### config.mk
export PLATFORM = sky130hd
export DESIGN_NAME = standard_timer
export DESIGN_NICKNAME = d
export VERILOG_FILES = /design/src/design/timer_pkg.sv /design/src/design/pin_events_if.sv /design/src/design/pin_edge_sync.sv /design/src/design/standard_timer.sv
export SDC_FILE = /design/constraint.sdc
export NUM_CORES = 1
export LEC_CHECK = 0
export BUFFER_PORTS_ARGS = -buffer_cell sky130_fd_sc_hd__clkbuf_2
export CAP_MARGIN = 10
export CORE_ASPECT_RATIO = 0.8
export CORE_UTILIZATION = 50
export DETAILED_ROUTE_END_ITERATION = 16
export PLACE_DENSITY = 0.73
export SKIP_CTS_REPAIR_TIMING = 1
export SYNTH_ARGS = -nofsm -noshare
export SYNTH_HDL_FRONTEND = slang
export SYNTH_SLANG_ARGS = --single-unit
### constraint.sdc
create_clock -name pclk -period 5.7 [get_ports pclk]
set_input_delay 0.57 -clock pclk [delete_from_list [all_inputs] [get_ports pclk]]
set_output_delay 0.57 -clock pclk [all_outputs]
set_load 0.01 [all_outputs]
### src/design/timer_pkg.sv
// Shared constants of the standard timer: offsets, fields, codes, counts
package timer_pkg;

	// ******************************************************************
	// Register offsets (byte addresses, one 32-bit word each)
	// ******************************************************************
	localparam logic [11:0] CTRL0_OFF = 12'h000;
	localparam logic [11:0] CTRL1_OFF = 12'h004;
	localparam logic [11:0] COUNT_OFF = 12'h008;
	localparam logic [11:0] CMPA_OFF = 12'h00c;
	localparam logic [11:0] STATUS_OFF = 12'h010;

	// ******************************************************************
	// Field positions
	// ******************************************************************
	localparam int CLKSEL_LSB = 4;
	localparam int RUN_BIT = 3;
	localparam int PCODE_LSB = 0;
	localparam int MODE_LSB = 6;
	localparam int PINFN_LSB = 4;
	localparam int INIT_BIT = 3;
	localparam int INV_BIT = 2;
	localparam int SWAP_BIT = 1;
	localparam int CCLR_BIT = 0;
	localparam int FLAG_A_BIT = 0;
	localparam int FLAG_P_BIT = 1;

	// ******************************************************************
	// Mode, pin function and clock select codes
	// ******************************************************************
	localparam logic [1:0] MODE_COMPARE = 2'h0;
	localparam logic [1:0] MODE_CAPTURE = 2'h1;
	localparam logic [1:0] MODE_PWM = 2'h2;
	localparam logic [1:0] MODE_TIMER = 2'h3;
	localparam logic [1:0] PIN_INACTIVE = 2'h0;
	localparam logic [1:0] PIN_ACTIVE = 2'h1;
	localparam logic [1:0] PIN_PWM = 2'h2;
	localparam logic [1:0] PIN_PULSE = 2'h3;
	localparam logic [1:0] CAP_RISE = 2'h0;
	localparam logic [1:0] CAP_FALL = 2'h1;
	localparam logic [1:0] CAP_BOTH = 2'h2;
	localparam logic [2:0] CK_DIV4 = 3'h0;
	localparam logic [2:0] CK_SYS = 3'h1;
	localparam logic [2:0] CK_DIV16 = 3'h2;
	localparam logic [2:0] CK_DIV64 = 3'h3;
	localparam logic [2:0] CK_BASE = 3'h4;
	localparam logic [2:0] CK_EXT_RISE = 3'h6;
	localparam logic [2:0] CK_EXT_FALL = 3'h7;

	// ******************************************************************
	// Divider, counter and pin constants
	// ******************************************************************
	localparam int DIV_W = 7;
	localparam logic [6:0] DIV4_MASK = 7'h03;
	localparam logic [6:0] DIV16_MASK = 7'h0f;
	localparam logic [6:0] DIV64_MASK = 7'h3f;
	localparam logic [6:0] BASE_MASK = 7'h7f;
	localparam int CNT_W = 10;
	localparam logic [10:0] FULL_COUNT = 11'h400;
	localparam logic [2:0] PCODE_FULL = 3'h0;
	localparam int PIN_N = 3;
	localparam int TRIG_IDX = 0;
	localparam int CAP0_IDX = 1;
	localparam int CAP1_IDX = 2;
	localparam logic [PIN_N-1:0] PIN_RST = 3'h0;

endpackage : timer_pkg

### src/design/pin_events_if.sv
// Edge events of the synchronised timer pins
`timescale 1ns/10ps
interface pin_events_if #(parameter int N = 3);
	logic [N-1:0] rise;
	logic [N-1:0] fall;
	modport src (output rise, output fall);
	modport dst (input rise, input fall);
endinterface : pin_events_if

### src/design/pin_edge_sync.sv
// Two-stage synchroniser and edge detector for the timer input pins
`timescale 1ns/10ps
module pin_edge_sync #(
	parameter int N = 3
) (
	input wire logic pclk,
	input wire logic presetn,
	input wire logic [N-1:0] pins,
	pin_events_if.src ev
);

	typedef struct packed {
		logic [N-1:0] meta;
		logic [N-1:0] sync;
		logic [N-1:0] last;
	} sync_t;

	sync_t s;
	sync_t next_s;

	always_comb begin
		next_s = s;
		next_s.meta = pins;
		next_s.sync = s.meta;
		next_s.last = s.sync;
	end

	always_ff @(posedge pclk or negedge presetn) begin
		if (!presetn) begin
			s <= '0;
		end else begin
			s <= next_s;
		end
	end

	// Only the second stage and its delayed copy are compared
	assign ev.rise = s.sync & ~s.last;
	assign ev.fall = ~s.sync & s.last;

endmodule : pin_edge_sync

### src/design/standard_timer.sv
// Standard timer: PWM, single pulse and capture modes behind APB
//
// The register addresses and register access over APB were chosen for this implementation.
`timescale 1ns/10ps

module standard_timer (
	input wire logic pclk,
	input wire logic presetn,
	input wire logic psel,
	input wire logic penable,
	input wire logic pwrite,
	input wire logic [11:0] paddr,
	input wire logic [31:0] pwdata,
	output logic [31:0] prdata,
	output logic pready,
	output logic pslverr,
	input wire logic external_trigger_pin,
	input wire logic capture_pin_0,
	input wire logic capture_pin_1,
	output logic timer_out,
	output logic timer_out_en,
	output logic timer_request
);

	// ******************************************************************
	// State
	// ******************************************************************
	typedef struct packed {
		logic [2:0] clk_sel;
		logic counter_run;
		logic [2:0] period_compare_code;
		logic [1:0] mode_select;
		logic [1:0] pin_function_select;
		logic output_initial_level;
		logic output_invert;
		logic duty_period_swap;
		logic clear_source_select;
		logic [timer_pkg::CNT_W-1:0] compare_a_value;
		logic [timer_pkg::CNT_W-1:0] counter;
		logic run_prev;
		logic [1:0] flags;
		logic request;
		logic [timer_pkg::DIV_W-1:0] div;
		logic [31:0] prdata;
		logic pready;
		logic pslverr;
		logic out;
		logic out_en;
	} state_t;

	state_t s;
	state_t next_s;

	pin_events_if #(.N(timer_pkg::PIN_N)) ev ();

	pin_edge_sync #(.N(timer_pkg::PIN_N)) sync_u (
		.pclk(pclk),
		.presetn(presetn),
		.pins({capture_pin_1, capture_pin_0, external_trigger_pin}),
		.ev(ev)
	);

	// ******************************************************************
	// Next state
	// ******************************************************************
	always_comb begin
		logic tick;
		logic is_pwm;
		logic is_pulse;
		logic is_cap;
		logic run_rise;
		logic trig_edge;
		logic cap_edge;
		logic [10:0] count_plus;
		logic [10:0] code_len;
		logic [10:0] period_len;
		logic [10:0] duty_len;
		logic a_match;
		logic p_match;
		logic active;
		logic mapped;
		logic [31:0] rd;
		logic [1:0] clr;
		logic [1:0] set;
		tick = 1'b0;
		is_pwm = 1'b0;
		is_pulse = 1'b0;
		is_cap = 1'b0;
		run_rise = 1'b0;
		trig_edge = 1'b0;
		cap_edge = 1'b0;
		count_plus = 11'h000;
		code_len = 11'h000;
		period_len = 11'h000;
		duty_len = 11'h000;
		a_match = 1'b0;
		p_match = 1'b0;
		active = 1'b0;
		mapped = 1'b0;
		rd = 32'h0000_0000;
		clr = 2'h0;
		set = 2'h0;
		next_s = s;

		next_s.div = s.div + 7'h01;

		// Slow rates are enables from one shared free-running divider
		case (s.clk_sel)
			timer_pkg::CK_DIV4: tick = (s.div & timer_pkg::DIV4_MASK) ==
				timer_pkg::DIV4_MASK;
			timer_pkg::CK_SYS: tick = 1'b1;
			timer_pkg::CK_DIV16: tick = (s.div & timer_pkg::DIV16_MASK) ==
				timer_pkg::DIV16_MASK;
			timer_pkg::CK_DIV64: tick = (s.div & timer_pkg::DIV64_MASK) ==
				timer_pkg::DIV64_MASK;
			timer_pkg::CK_BASE: tick = (s.div & timer_pkg::BASE_MASK) ==
				timer_pkg::BASE_MASK;
			timer_pkg::CK_EXT_RISE: tick = ev.rise[timer_pkg::TRIG_IDX];
			timer_pkg::CK_EXT_FALL: tick = ev.fall[timer_pkg::TRIG_IDX];
			default: tick = 1'b0;
		endcase

		is_pwm = (s.mode_select == timer_pkg::MODE_PWM) &&
			(s.pin_function_select != timer_pkg::PIN_PULSE);
		is_pulse = (s.mode_select == timer_pkg::MODE_PWM) &&
			(s.pin_function_select == timer_pkg::PIN_PULSE);
		is_cap = s.mode_select == timer_pkg::MODE_CAPTURE;

		// ************************************************************
		// APB slave, one wait state: answer prepared, then committed
		// ************************************************************
		if (s.clk_sel == timer_pkg::CK_EXT_FALL) begin
			trig_edge = ev.fall[timer_pkg::TRIG_IDX];
		end else begin
			trig_edge = ev.rise[timer_pkg::TRIG_IDX];
		end

		mapped = 1'b1;
		if (paddr == timer_pkg::CTRL0_OFF) begin
			rd[timer_pkg::CLKSEL_LSB +: 3] = s.clk_sel;
			rd[timer_pkg::RUN_BIT] = s.counter_run;
			rd[timer_pkg::PCODE_LSB +: 3] = s.period_compare_code;
		end else if (paddr == timer_pkg::CTRL1_OFF) begin
			rd[timer_pkg::MODE_LSB +: 2] = s.mode_select;
			rd[timer_pkg::PINFN_LSB +: 2] = s.pin_function_select;
			rd[timer_pkg::INIT_BIT] = s.output_initial_level;
			rd[timer_pkg::INV_BIT] = s.output_invert;
			rd[timer_pkg::SWAP_BIT] = s.duty_period_swap;
			rd[timer_pkg::CCLR_BIT] = s.clear_source_select;
		end else if (paddr == timer_pkg::COUNT_OFF) begin
			rd[timer_pkg::CNT_W-1:0] = s.counter;
		end else if (paddr == timer_pkg::CMPA_OFF) begin
			rd[timer_pkg::CNT_W-1:0] = s.compare_a_value;
		end else if (paddr == timer_pkg::STATUS_OFF) begin
			rd[1:0] = s.flags;
		end else begin
			mapped = 1'b0;
		end

		next_s.pready = 1'b0;
		if (psel && penable && !s.pready) begin
			next_s.pready = 1'b1;
			next_s.pslverr = !mapped;
			next_s.prdata = pwrite ? 32'h0000_0000 : rd;
		end else if (psel && penable && s.pready && pwrite && mapped) begin
			// Writes take effect only at the completing edge
			if (paddr == timer_pkg::CTRL0_OFF) begin
				next_s.clk_sel = pwdata[timer_pkg::CLKSEL_LSB +: 3];
				next_s.counter_run = pwdata[timer_pkg::RUN_BIT];
				next_s.period_compare_code =
					pwdata[timer_pkg::PCODE_LSB +: 3];
			end else if (paddr == timer_pkg::CTRL1_OFF) begin
				next_s.mode_select = pwdata[timer_pkg::MODE_LSB +: 2];
				next_s.pin_function_select =
					pwdata[timer_pkg::PINFN_LSB +: 2];
				next_s.output_initial_level = pwdata[timer_pkg::INIT_BIT];
				next_s.output_invert = pwdata[timer_pkg::INV_BIT];
				next_s.duty_period_swap = pwdata[timer_pkg::SWAP_BIT];
				next_s.clear_source_select = pwdata[timer_pkg::CCLR_BIT];
			end else if (paddr == timer_pkg::CMPA_OFF) begin
				next_s.compare_a_value = pwdata[timer_pkg::CNT_W-1:0];
			end else if (paddr == timer_pkg::STATUS_OFF) begin
				clr = pwdata[1:0];
			end
		end

		// ************************************************************
		// Counter and comparators
		// ************************************************************
		run_rise = s.counter_run && !s.run_prev;
		next_s.run_prev = s.counter_run;
		count_plus = {1'b0, s.counter} + 11'h001;
		if (s.period_compare_code == timer_pkg::PCODE_FULL) begin
			code_len = timer_pkg::FULL_COUNT;
		end else begin
			code_len = {1'b0, s.period_compare_code, 7'h00};
		end
		// Clear source select is never consulted in these modes
		if (is_pwm && s.duty_period_swap) begin
			period_len = {1'b0, s.compare_a_value};
			duty_len = code_len;
		end else begin
			period_len = code_len;
			duty_len = {1'b0, s.compare_a_value};
		end
		// A residual count must not match in the cycle that clears it
		a_match = s.counter_run && tick && !run_rise &&
			(count_plus == {1'b0, s.compare_a_value});
		p_match = s.counter_run && tick && !run_rise &&
			(count_plus == code_len);

		if (run_rise) begin
			next_s.counter = '0;
		end else if (s.counter_run && tick) begin
			next_s.counter = count_plus[timer_pkg::CNT_W-1:0];
			if (is_pwm) begin
				if (count_plus >= period_len) begin
					next_s.counter = '0;
				end
			end else if (is_cap) begin
				if (p_match) begin
					next_s.counter = '0;
				end
			end else if (!is_pulse && p_match) begin
				next_s.counter = '0;
			end
		end

		if (is_pwm) begin
			set[timer_pkg::FLAG_A_BIT] = a_match;
			set[timer_pkg::FLAG_P_BIT] = p_match;
		end else if (is_pulse) begin
			// Pulse width is set by compare A alone
			set[timer_pkg::FLAG_A_BIT] = a_match;
			if (a_match) begin
				next_s.counter_run = 1'b0;
			end
		end else if (is_cap) begin
			set[timer_pkg::FLAG_P_BIT] = p_match;
		end else begin
			set[timer_pkg::FLAG_A_BIT] = a_match;
			set[timer_pkg::FLAG_P_BIT] = p_match;
		end

		// In single pulse mode only, the trigger pin acts as a software write of one to the run bit
		if (is_pulse && trig_edge) begin
			next_s.counter_run = 1'b1;
		end

		// Capture pins are watched whatever else drives the shared pin
		case (s.pin_function_select)
			timer_pkg::CAP_RISE: cap_edge =
				|ev.rise[timer_pkg::CAP1_IDX:timer_pkg::CAP0_IDX];
			timer_pkg::CAP_FALL: cap_edge =
				|ev.fall[timer_pkg::CAP1_IDX:timer_pkg::CAP0_IDX];
			timer_pkg::CAP_BOTH: cap_edge =
				|ev.rise[timer_pkg::CAP1_IDX:timer_pkg::CAP0_IDX] ||
				|ev.fall[timer_pkg::CAP1_IDX:timer_pkg::CAP0_IDX];
			default: cap_edge = 1'b0;
		endcase
		if (is_cap && cap_edge) begin
			next_s.compare_a_value = s.counter;
			set[timer_pkg::FLAG_A_BIT] = 1'b1;
		end

		// An event in the clearing cycle survives the clear
		next_s.flags = (s.flags & ~clr) | set;
		next_s.request = |next_s.flags;

		// ************************************************************
		// Output pin
		// ************************************************************
		// Counter below duty; duty at or past period stays active
		active = {1'b0, s.counter} < duty_len;
		next_s.out_en = 1'b0;
		next_s.out = 1'b0;
		if (is_pwm) begin
			next_s.out_en = 1'b1;
			case (s.pin_function_select)
				timer_pkg::PIN_INACTIVE: active = 1'b0;
				timer_pkg::PIN_ACTIVE: active = 1'b1;
				default: active = active;
			endcase
			next_s.out = (active ~^ s.output_initial_level) ^
				s.output_invert;
		end else if (is_pulse) begin
			next_s.out_en = 1'b1;
			// Leading edge with the run bit, trailing edge when it drops
			next_s.out = (s.counter_run ~^ s.output_initial_level) ^
				s.output_invert;
		end else if (is_cap) begin
			next_s.out_en = 1'b0;
		end
		// Compare and timer modes only count and set flags; pin left off
	end

	always_ff @(posedge pclk or negedge presetn) begin
		if (!presetn) begin
			s <= '0;
		end else begin
			s <= next_s;
		end
	end

	// ******************************************************************
	// Outputs
	// ******************************************************************
	assign prdata = s.prdata;
	assign pready = s.pready;
	assign pslverr = s.pslverr;
	assign timer_out = s.out;
	assign timer_out_en = s.out_en;
	assign timer_request = s.request;

endmodule : standard_timer

* Word-level counts from Yosys, hierarchy flattened *
Cells that the tools add are included.

cells by class
  bitwise gates (word level) = 13
  muxes and demuxes = 56
  reduce and logical (&&, ||, !) cells = 35
  $mul = 0
  magnitude comparators = 2
  div/mod/pow operators = 0
  equality and inequality tests = 25
  shift-type cells = 0
  add/sub/neg operators = 2

operator list
  cell                                            number
  two-way mux 10 bit                              12
  two-way mux 22 bit                              2
  two-way mux 11 bit                              3
  == test 12 x 4 -> 1 bit, second input constant  2
  two-way mux 2 bit                               12
  two-way mux 8 bit                               3
  two-way mux 18 bit                              1
  two-way mux 1 bit                               17
  logical AND 1 bit                               16
  == test 12 x 3 -> 1 bit, second input constant  1
  == test 12 x 5 -> 1 bit, second input constant  1
  logical NOT 12 bit                              1
  adder 10 x 1 -> 11 bit, second input constant   1
  == test 11 x 10 -> 1 bit                        1
  == test 11 bit                                  1
  greater-or-equal comparator 11 bit              1
  < comparator 10 x 11 -> 1 bit                   1
  == test 3 bit, second input constant            3
  == test 2 bit, second input constant            4
  adder 7 x 1 -> 7 bit, second input constant     1
  == test 7 bit, second input constant            1
  two-way mux 7 bit                               1
  case mux 1 bit (7 select lines)                 1
  bitwise AND 3 bit                               2
  27 further kinds                                44

storage, ports and cells
  input bits = 52
  bits in read-only memories = 0
  memories kept = 0
  output and inout bits = 37
  bits in latches = 0
  flip-flop bits (word level) = 69
  memory bits (writable) = 0

* Depth between registers and ports, before layout *
Gate-level depths: netlist of the first run.

  word-level depth = 13
  gate-level depth with buffers = 14
  depth with buffers taken out = 13

* By module *
From an unflattened synthesis of the first run, not the netlist that was laid out.

second synthesis, totals
  cells, all modules = 474
  area total of the unflattened synthesis = 4638.2 um^2

modules (own cells, without submodules)
  module          sequential area each (um^2)  instances  cells each  area an instance (um^2)
  standard_timer  1501.4                       1          459         4360.4
  pin_edge_sync   225.2                        1          15          277.8

* Least setup slack after synthesis of the first run *
Ideal clock, no wire load.

  kind = register to register
  start point = reg s[47] (netlist bit)
  end point = reg s[47] (netlist bit)
  setup slack = 2347 ps
  clock period less this slack = 3353 ps
  path buffers = 1
  setup time = 77 ps
  arrival time = 3277 ps
  stages on the path, launching flop included = 14
  path through = dfrtp_1 buf_2 nand4_1 or2_2 and2_1 or2_2 ha_1 a2111o_1 a31oi_1 o21ai_1 a221o_1 a31oi_1 o21ai_1 o21ai_1

on the way
  word-level cells in the longest chain between the ends = 9

ends and longest elaborated chain
  element                                                                     RTL line               source
  from (decl)                                                                 standard_timer.sv:51   state_t s;
  from (signal assigned)                                                      standard_timer.sv:301  s <= next_s;
  adder 10 x 1 -> 11 bit (*)                                                  standard_timer.sv:192  count_plus = {1'b0, s.counter} + 11'h001;
  branches (longest 5 deep; another with greater-or-equal comparator 11 bit)  n/a
  two-way mux 10 bit (*)                                                      standard_timer.sv:216  if (is_pwm) begin
  two-way mux 10 bit (*)                                                      standard_timer.sv:214  end else if (s.counter_run && tick) begin
  two-way mux 10 bit (*)                                                      standard_timer.sv:212  if (run_rise) begin

Mark *: on every way between the ends. The select of a mux whose other input is x is not followed.
A chain may end at the register's enable or synchronous reset.

* Worst setup path after layout of the first run *
  start point = reg s[47] (netlist bit)
  end point = reg s[55] (netlist bit)

Same word-level chain as after synthesis.

==> summary.txt, run 1 <==
Detailed routing
  – Post-DRT Antenna Nets: 0
  – Avg WL per Cell: 17.1 um
  – Vias per cell: 5.72
  – Routed via count: 3,466
  – Remaining DRCs: 0
  – Initial DRT Pass Iterations: 4
  – Routed WL: 10.4 mm
  – Uppermost layer routed: met4
  – WL met3: 523 um
  – WL met2: 4.60 mm
  – Number of DRC markers in iteration 0: 228
  – Met1 WL: 5.07 mm

Timing
  – Max-slew violations: 0
  – Final Hold Fails: 0
  – Slew Limit Headroom: 42.0%
  – Clock Skew: 0.00679 ns
  – Slew at the pin closest to its max-slew limit: 0.870 ns
  – Period Utilization, post-route: 74.0%
  – Setup TNS: 0 ns
  – Crit path time final: 4.22 ns
  – Min Hold Slack: 0.337 ns
  – RSZ-0062 raised after global routing: false
  – Max Freq: 237 MHz
  – Setup ws final: 1.48 ns
  – Final Setup Violations: 0

Layout
  – Sequential cell area: 1730 sq um
  – Layout cell share with drive strength beyond 1: 18.4%
  – Commonest non-fill, non-tap cell in the layout: dfrtp_1
  – Area Growth Syn to Fin: 8.59%
  – Multi-input gate area: 2470 sq um
  – Layout filler cell count: 762
  – Most frequent cells in the layout: dfrtp_1, nand2_1, clkbuf_2
  – ANT cells: 0
  – Final #Nets: 564

Clock network
  – # H-tree levels: 3
  – Num CTS Buffers: 9
  – Worst skew pair latency: 0.34 ns
  – CTS tree: built
  – Clock Tree Root: clkbuf_16
  – Clock sink count: 69
  – Clk buf depth: 2
  – Reg clk slew, reported paths: 0.06 ns

Floorplanning
  – IO Count: 89
  – Rows: 30
  – Die Span X: 108 um
  – Initial Utilization: 52.3%
  – Die H: 87.0 um
  – DIE AREA: 9410 sq um
  – Total core area: 8630 sq um

Power
  – Leak: 0.00251 uW
  – Worst IR Drop VDD: 0.276 mV
  – Clock share of power: 46.4%
  – Switching pwr: 280 uW
  – Internal power: 827 uW
  – Power density cells: 226 nW/um^2
  – Comb power frac: 7.4%
  – Sw Share: 25.3%
  – Flop pwr share: 46.2%

Status
  – Outcome: finished clean

Logic synthesis
  – Synth warnings: 0
  – Post-synth EDFFs: 0
  – Count of cell types in the netlist: 64
  – Synth Register Bits: 69
  – Mapped Cells: 464
  – Sequential-to-total area share from yosys stat: 38.2%
  – Cell Area, Synth: 4510 sq um
  – Syn avg cell area: 9.73 sq um
  – Ys async rst share: 100%
  – Most used DFF post-synth: dfrtp_1

Worst setup path
  – CP max stage delay: 0.64 ns
  – Critical path's most frequent cell: o21ai_1
  – Worst R2R Setup Slack: 1.48 ns
  – Worst Setup SP: s[47]
  – Worst EP required: 5.95 ns
  – Worst r2r src: s[47]
  – Critical path endpoint category: flip-flop
  – Startpoint Class: flip-flop
  – WP data arrival: 4.47 ns
  – Critical-path cell list: ha_1 -> and4_1 -> nand2_1 -> and2_1 -> or2_2 -> ha_1 -> a2111o_1 -> a31oi_1 -> o21ai_1 -> a221o_1 -> a31oi_1 -> o21ai_1 -> o21ai_1
  – CP Max Fanout: 11
  – WS Path Type: reg -> reg
  – Slowest-stage cell, CP: dfrtp_1

Placed design
  – Post-placement setup slack: 1.53 ns
  – DP HPWL: 7.67 mm
  – GPL Wtd Cong: 0.921
  – IO buf count: 44

Global routing
  – First-pass GRT wire length: 16.4 mm
  – Largest net degree at the start of global routing: 70
  – Total Routing Usage GR: 23.5%
  – Initial antenna violation count: 0
  – Vias in the first global route: 3,141
  – GRT overflow: 0

Min path
  – Hold Crit Class: in -> reg
  – Hold Crit Start: external_trigger_pin

Run
  – # Max-Cap Violations: 0
[state kept, by name, summed over array words and instances, names as in the netlist, 3 cells and up]
signal,count
sync_u.next_s,6
prdata,10
sync_u.s,3
s,44
[logic make-up (layout without fill, tap and decap cells)]
family / after synthesis / count (layout) / synth area share, %
AOI/OAI and AO/OA: 90 / 90 / 13.2
muxes: 39 / 39 / 9.17
adders and majority gates: 23 / 23 / 6.37
xor gates and xnor gates: 27 / 27 / 6.96
buffers and inverters: 67 / 76 / 8.81
other: 1 / 22 / 0.0831
DFF: 69 / 69 / 38.2
and+or+nand+nor: 148 / 148 / 17.1
[layout make-up]
type	count	area share (%)
Timing Repair Buffer	46	4.80
Multi-Input combinational cell	349	50.4
Sequential cell	69	35.2
Inverter	14	1.07
Clock buffer	10	4.67
Clock inverter	6	1.02
Tap cell	112	2.86
[power by group through the flow]
stage	registers, uW	logic, uW	clock network (uW)
after detailed placement	520	82.8	0
final	511	82.4	513
after CTS	511	83.4	523
after global routing	512	92.6	544
after global placement	519	80.4	0
after floorplan	513	64.8	0
[cells in the mapped netlist (all sizes together), types with 2 or more instances]
| library cell | instances | area [sq um] |
|---|---|---|
| nand3 | 12 | 65.1 |
| or3 | 2 | 12.5 |
| a32oi | 2 | 17.5 |
| a21oi | 17 | 85.1 |
| clkbuf | 11 | 41.3 |
| nor3 | 6 | 35.0 |
| a22o | 9 | 78.8 |
| or4 | 2 | 18.8 |
| a32o | 4 | 40.0 |
| xor2 | 11 | 96.3 |
| a22oi | 6 | 45.0 |
| o211ai | 2 | 20.0 |
| a211oi | 3 | 22.5 |
| nor4 | 2 | 33.8 |
| nand2 | 51 | 191 |
| xnor3 | 4 | 90.1 |
| xnor2 | 11 | 104 |
| and3 | 3 | 18.8 |
| nand4 | 8 | 50.1 |
| and4 | 3 | 26.3 |
| or2 | 9 | 58.8 |
| inv | 14 | 52.6 |
| nand2b | 4 | 25.0 |
| o31ai | 2 | 15.0 |
| dfrtp | 69 | 1730 |
| nor2b | 4 | 25.0 |
| mux2 | 19 | 214 |
| ha | 23 | 288 |
| o21ai | 27 | 135 |
| buf | 42 | 304 |
| nand3b | 4 | 30.0 |
| and2 | 5 | 31.3 |
| a21o | 5 | 37.5 |
| a31oi | 6 | 37.5 |
| mux2i | 20 | 200 |
| nor2 | 28 | 105 |
[through the flow]
| stage | util (%) | instance area, sq um | total power (uW) | std cells |
|---|---|---|---|---|
| floorplan | - | 4590 | 578 | 485 |
| global placement | 53.6 | 4620 | 599 | 590 |
| detailed placement | 53.6 | 4620 | 602 | 590 |
| CTS | 56.8 | 4900 | 1120 | 606 |
| global route | 56.8 | 4900 | 1150 | 606 |
| finish | 56.8 | 4900 | 1110 | 606 |
[worst max-delay path, delay by kind of cell, from the launching register on]
family	cells	cell delay [ns]
AOI/OAI and AO/OA	7	1.96
and+or+nand+nor	4	0.93
DFF	1	0.64
adders and majority gates	2	0.61
[routing by layer]
layer  up-vias  GRT usage (%)
li1       1647              -
met2        99           34.7
met4         0           8.09
met1      1704           33.3
met5         -              0
met3        16           5.98
[worst paths after layout]
path / end / cells past startpoint
min: sync_u.next_s[3] / 1
max: s[55] / 13
max reg2reg: s[55] / 13
min reg2reg: sync_u.next_s[1] / 0
max in group asynchronous: s[62] / 2
min in group asynchronous: s[55] / 2
No activity file was read; power rests on OpenSTA's default activity.
==> inputs of run 2 (changes only) <==
--- a/config.mk
+++ b/config.mk
@@ -5,12 +5,13 @@
 export SDC_FILE = /design/constraint.sdc
 export NUM_CORES = 1
 export LEC_CHECK = 0
+export ABC_AREA = 1
 export BUFFER_PORTS_ARGS = -buffer_cell sky130_fd_sc_hd__clkbuf_2
 export CAP_MARGIN = 10
 export CORE_ASPECT_RATIO = 0.8
 export CORE_UTILIZATION = 50
 export DETAILED_ROUTE_END_ITERATION = 16
-export PLACE_DENSITY = 0.73
+export PLACE_DENSITY = 0.76
 export SKIP_CTS_REPAIR_TIMING = 1
 export SYNTH_ARGS = -nofsm -noshare
 export SYNTH_HDL_FRONTEND = slang
==> constraint.sdc (replaced) <==
create_clock -name pclk -period 3.61 [get_ports pclk]
set_input_delay 0.361 -clock pclk [delete_from_list [all_inputs] [get_ports pclk]]
set_output_delay 0.361 -clock pclk [all_outputs]
set_load 0.01 [all_outputs]
==> summary.txt, run 2 <==
Status
  – Outcome: finished clean

Layout
  – Reg with most FFs: s
  – Most frequent cells in the layout: nand2_1, inv_1, dfrtp_1
  – Core Util, Final: 57.6% (+0.84 points)
  – Area Growth Syn to Fin: 9.07%
  – Final #Nets: 799 (+42%)
  – ANT cells: 0 (unchanged)
  – Commonest non-fill, non-tap cell in the layout: nand2_1
  – Max FFs per register: 44 (unchanged)
  – Finished Layout Cells: 843 (+39%)
  – Layout cell share with drive strength beyond 1: 14.8% (-3.6 points)

Worst setup path
  – Worst EP required: 3.82 ns (-2.13 ns)
  – Critical-path cell list: inv_1 -> nand2_1 -> nor2_2 -> nand2_1 -> nand2_1 -> o21ai_0 -> ha_1 -> nand2_1 -> nor2_1 -> nand3_1 -> nand4_1 -> nand2_1 -> nand4_1 -> nand2_1
  – Startpoint Class: flip-flop
  – Worst Setup SP: s[73]
  – CP Max Fanout: 18 (+7)
  – Worst R2R Setup Slack: 0.60 ns (-0.89 ns)
  – Critical path endpoint category: flip-flop
  – R2R Path End: s[48]
  – CP max stage delay: 0.38 ns (-0.26 ns)
  – Critical path's most frequent cell: nand2_1
  – Worst r2r src: s[73]
  – R2R depth: 14 (+1)
  – WS Path Type: reg -> reg
  – Slowest-stage cell, CP: dfrtp_1
  – WP data arrival: 3.23 ns (-1.24 ns)

Power
  – Total power: 1690 uW (+53%)
  – Clock share of power: 48.6% (+2.2 points)
  – Sw Share: 21.8% (-3.5 points)
  – Comb power frac: 4.9% (-2.5 points)
  – Leak: 0.00285 uW (+14%)
  – Worst IR Drop VDD: 0.267 mV (-3.4%)
  – Internal power: 1320 uW (+60%)
  – Flop pwr share: 46.5% (+0.3 points)
  – Switching pwr: 369 uW (+32%)
  – Power density cells: 316 nW/um^2 (+40%)

Clock network
  – Reg clk slew, reported paths: 0.05 ns (about the same)
  – Clock sink count: 69 (unchanged)
  – Worst skew pair latency: 0.33 ns (about the same)
  – CTS tree: built
  – Clock Tree Root: clkbuf_16
  – Clk buf depth: 2 (unchanged)
  – Num CTS Buffers: 9 (unchanged)
  – # H-tree levels: 3 (unchanged)

Global routing
  – Initial antenna violation count: 0 (unchanged)
  – Grt met1 use: 40.8% (+7.4 points)
  – Met2 GRT Util: 40.9% (+6.3 points)
  – GRT busiest layer: met2
  – Total Routing Usage GR: 27.7% (+4.2 points)
  – GRT overflow: 0 (unchanged)
  – Largest net degree at the start of global routing: 30 (-57%)
  – GR Util met3: 6.51% (+0.53 points)
  – Vias in the first global route: 4,356 (+39%)
  – First-pass GRT wire length: 21.9 mm (+33%)

Floorplanning
  – Rows: 31 (+3.3%)
  – Initial Utilization: 52.8% (+0.54 points)
  – Die Span X: 113 um (+4.1%)
  – Die H: 90.5 um (+4.1%)
  – IO Count: 89 (unchanged)
  – DIE AREA: 10,200 sq um (+8.3%)
  – Total core area: 9270 sq um (+7.4%)

Timing
  – Min Hold Slack: 0.0573 ns (-0.280 ns)
  – Clock Skew: 0.00721 ns (+0.000421 ns)
  – Crit path time final: 3.01 ns (-1.20 ns)
  – Slew at the pin closest to its max-slew limit: 0.651 ns (-0.218 ns)
  – Max-slew violations: 0 (unchanged)
  – RSZ-0062 raised after global routing: false
  – Max Freq: 332 MHz (+40%)
  – Final Hold Fails: 0 (unchanged)
  – Setup TNS: 0 ns (unchanged)
  – Final Setup Violations: 0 (unchanged)
  – Period Utilization, post-route: 83.5% (+9.5 points)
  – Slew Limit Headroom: 56.6% (+15 points)

Logic synthesis
  – Cell Area, Synth: 4900 sq um (+8.5%)
  – Most frequent cells after synthesis: nand2_1, inv_1, dfrtp_1
  – Synth top area cells: dfrtp_1, nand2_1, nand3_1
  – Ys async rst share: 100% (unchanged)
  – Most used DFF post-synth: dfrtp_1
  – Synth Register Bits: 69 (unchanged)
  – Top-area cell type share of the netlist area: 35.3% (-3.0 points)
  – Most common cell in the netlist: nand2_1
  – Synth warnings: 0 (unchanged)
  – Top cell type by total area after synthesis: dfrtp_1
  – Count of cell types in the netlist: 42 (-34%)
  – Sequential-to-total area share from yosys stat: 35.3% (-3.0 points)
  – Post-synth EDFFs: 0 (unchanged)
  – Syn avg cell area: 7.12 sq um (-27%)
  – Mapped Cells: 688 (+48%)

Detailed routing
  – Vias per cell: 5.61 (-1.9%)
  – Initial DRT Pass Iterations: 8 (+4)
  – Routed WL: 13.3 mm (+28%)
  – Remaining DRCs: 0 (unchanged)
  – Number of DRC markers in iteration 0: 574 (+150%)
  – Routed via count: 4,730 (+36%)
  – Avg WL per Cell: 15.7 um (-8.2%)
  – Post-DRT Antenna Nets: 0 (unchanged)

Min path
  – Hold Crit Class: in -> async

Placed design
  – GPL Wtd Cong: 0.937 (+1.6%)
  – Placed Cells: 828 (+40%)
  – DP HPWL: 10.3 mm (+34%)
  – IO buf count: 44 (unchanged)

Run
  – # Max-Cap Violations: 0 (unchanged)
==> run 2: changes by cell type in the layout (fill, tap and decap cells not counted), sizes merged, moves of 7 or more <==
cell   change
nand4      +7
nand3     +55
mux2      -19
inv       +66
nand2    +161
nor2      +37
mux2i     -20
a22o       -9
xnor2     -10
o21ai     +33
==> run 2: power by group through the flow <==
stage | sequential (uW) | clock (uW) | combinational, uW
4_1_cts | 786 | 821 | 82.8
3_5_place_dp | 799 | 0 | 82.2
5_1_grt | 786 | 854 | 93.6
6_report | 786 | 822 | 82.1
3_3_place_gp | 799 | 0 | 79.8
2_1_floorplan | 799 | 0 | 53.4
==> run 2: final cells by class <==
| class | instances | area (sq um) |
|---|---|---|
| clock inverters | 1 | 5.00 |
| repair buffers | 48 | 250 |
| fillers | 877 | 3930 |
| multi-input cells | 514 | 2630 |
| flip-flops and latches | 69 | 1730 |
| clock buffers | 14 | 274 |
| inverters | 82 | 309 |
| well taps | 115 | 144 |
==> run 2: routing by layer <==
metal  vias to the layer above  share of wire [%]  routed length [um]
met5                         -                  0                   0
met4                         0                1.4                 187
met3                        20                 10                1350
met2                       251                 43                5640
met1                      2212                 46                6080
li1                       2247                  -                   -
==> run 2: cell families (layout without fill, tap and decap cells) <==
family                     after synthesis  in the layout  synth area share, %
buffers and inverters                  126            145                 12.6
AOI/OAI and AO/OA                       94             94                 11.4
other                                    1             22               0.0766
adders and majority gates               23             23                 5.88
DFF                                     69             69                 35.3
xor gates and xnor gates                 7              7                 1.25
and+or+nand+nor                        368            368                 33.5
==> run 2: worst max-delay path by stage <==
stage / cells past startpoint / to / slack (ns)
floorplan: 15 / s[52] / 1.32
global placement: 14 / s[47] / 0.73
detailed placement: 14 / s[48] / 0.71
CTS: 14 / s[48] / 0.68
global route: 14 / s[53] / 0.34
finish: 14 / s[48] / 0.60
==> run 2: worst max-delay path: cells and delay by family (launching register included) <==
kind            cells  cell delay (ns)
simple gates       11             1.91
flops               1             0.38
fa+ha+maj           1             0.38
compound gates      1             0.12
buf+inv             1             0.09
==> run 2: stage by stage <==
step | area (sq um) | setup WS, ns
after floorplan | 4980 | 1.32
after global placement | 5060 | 0.732
after detailed placement | 5060 | 0.709
after CTS | 5340 | 0.683
after global routing | 5340 | 0.337
final | 5340 | 0.595
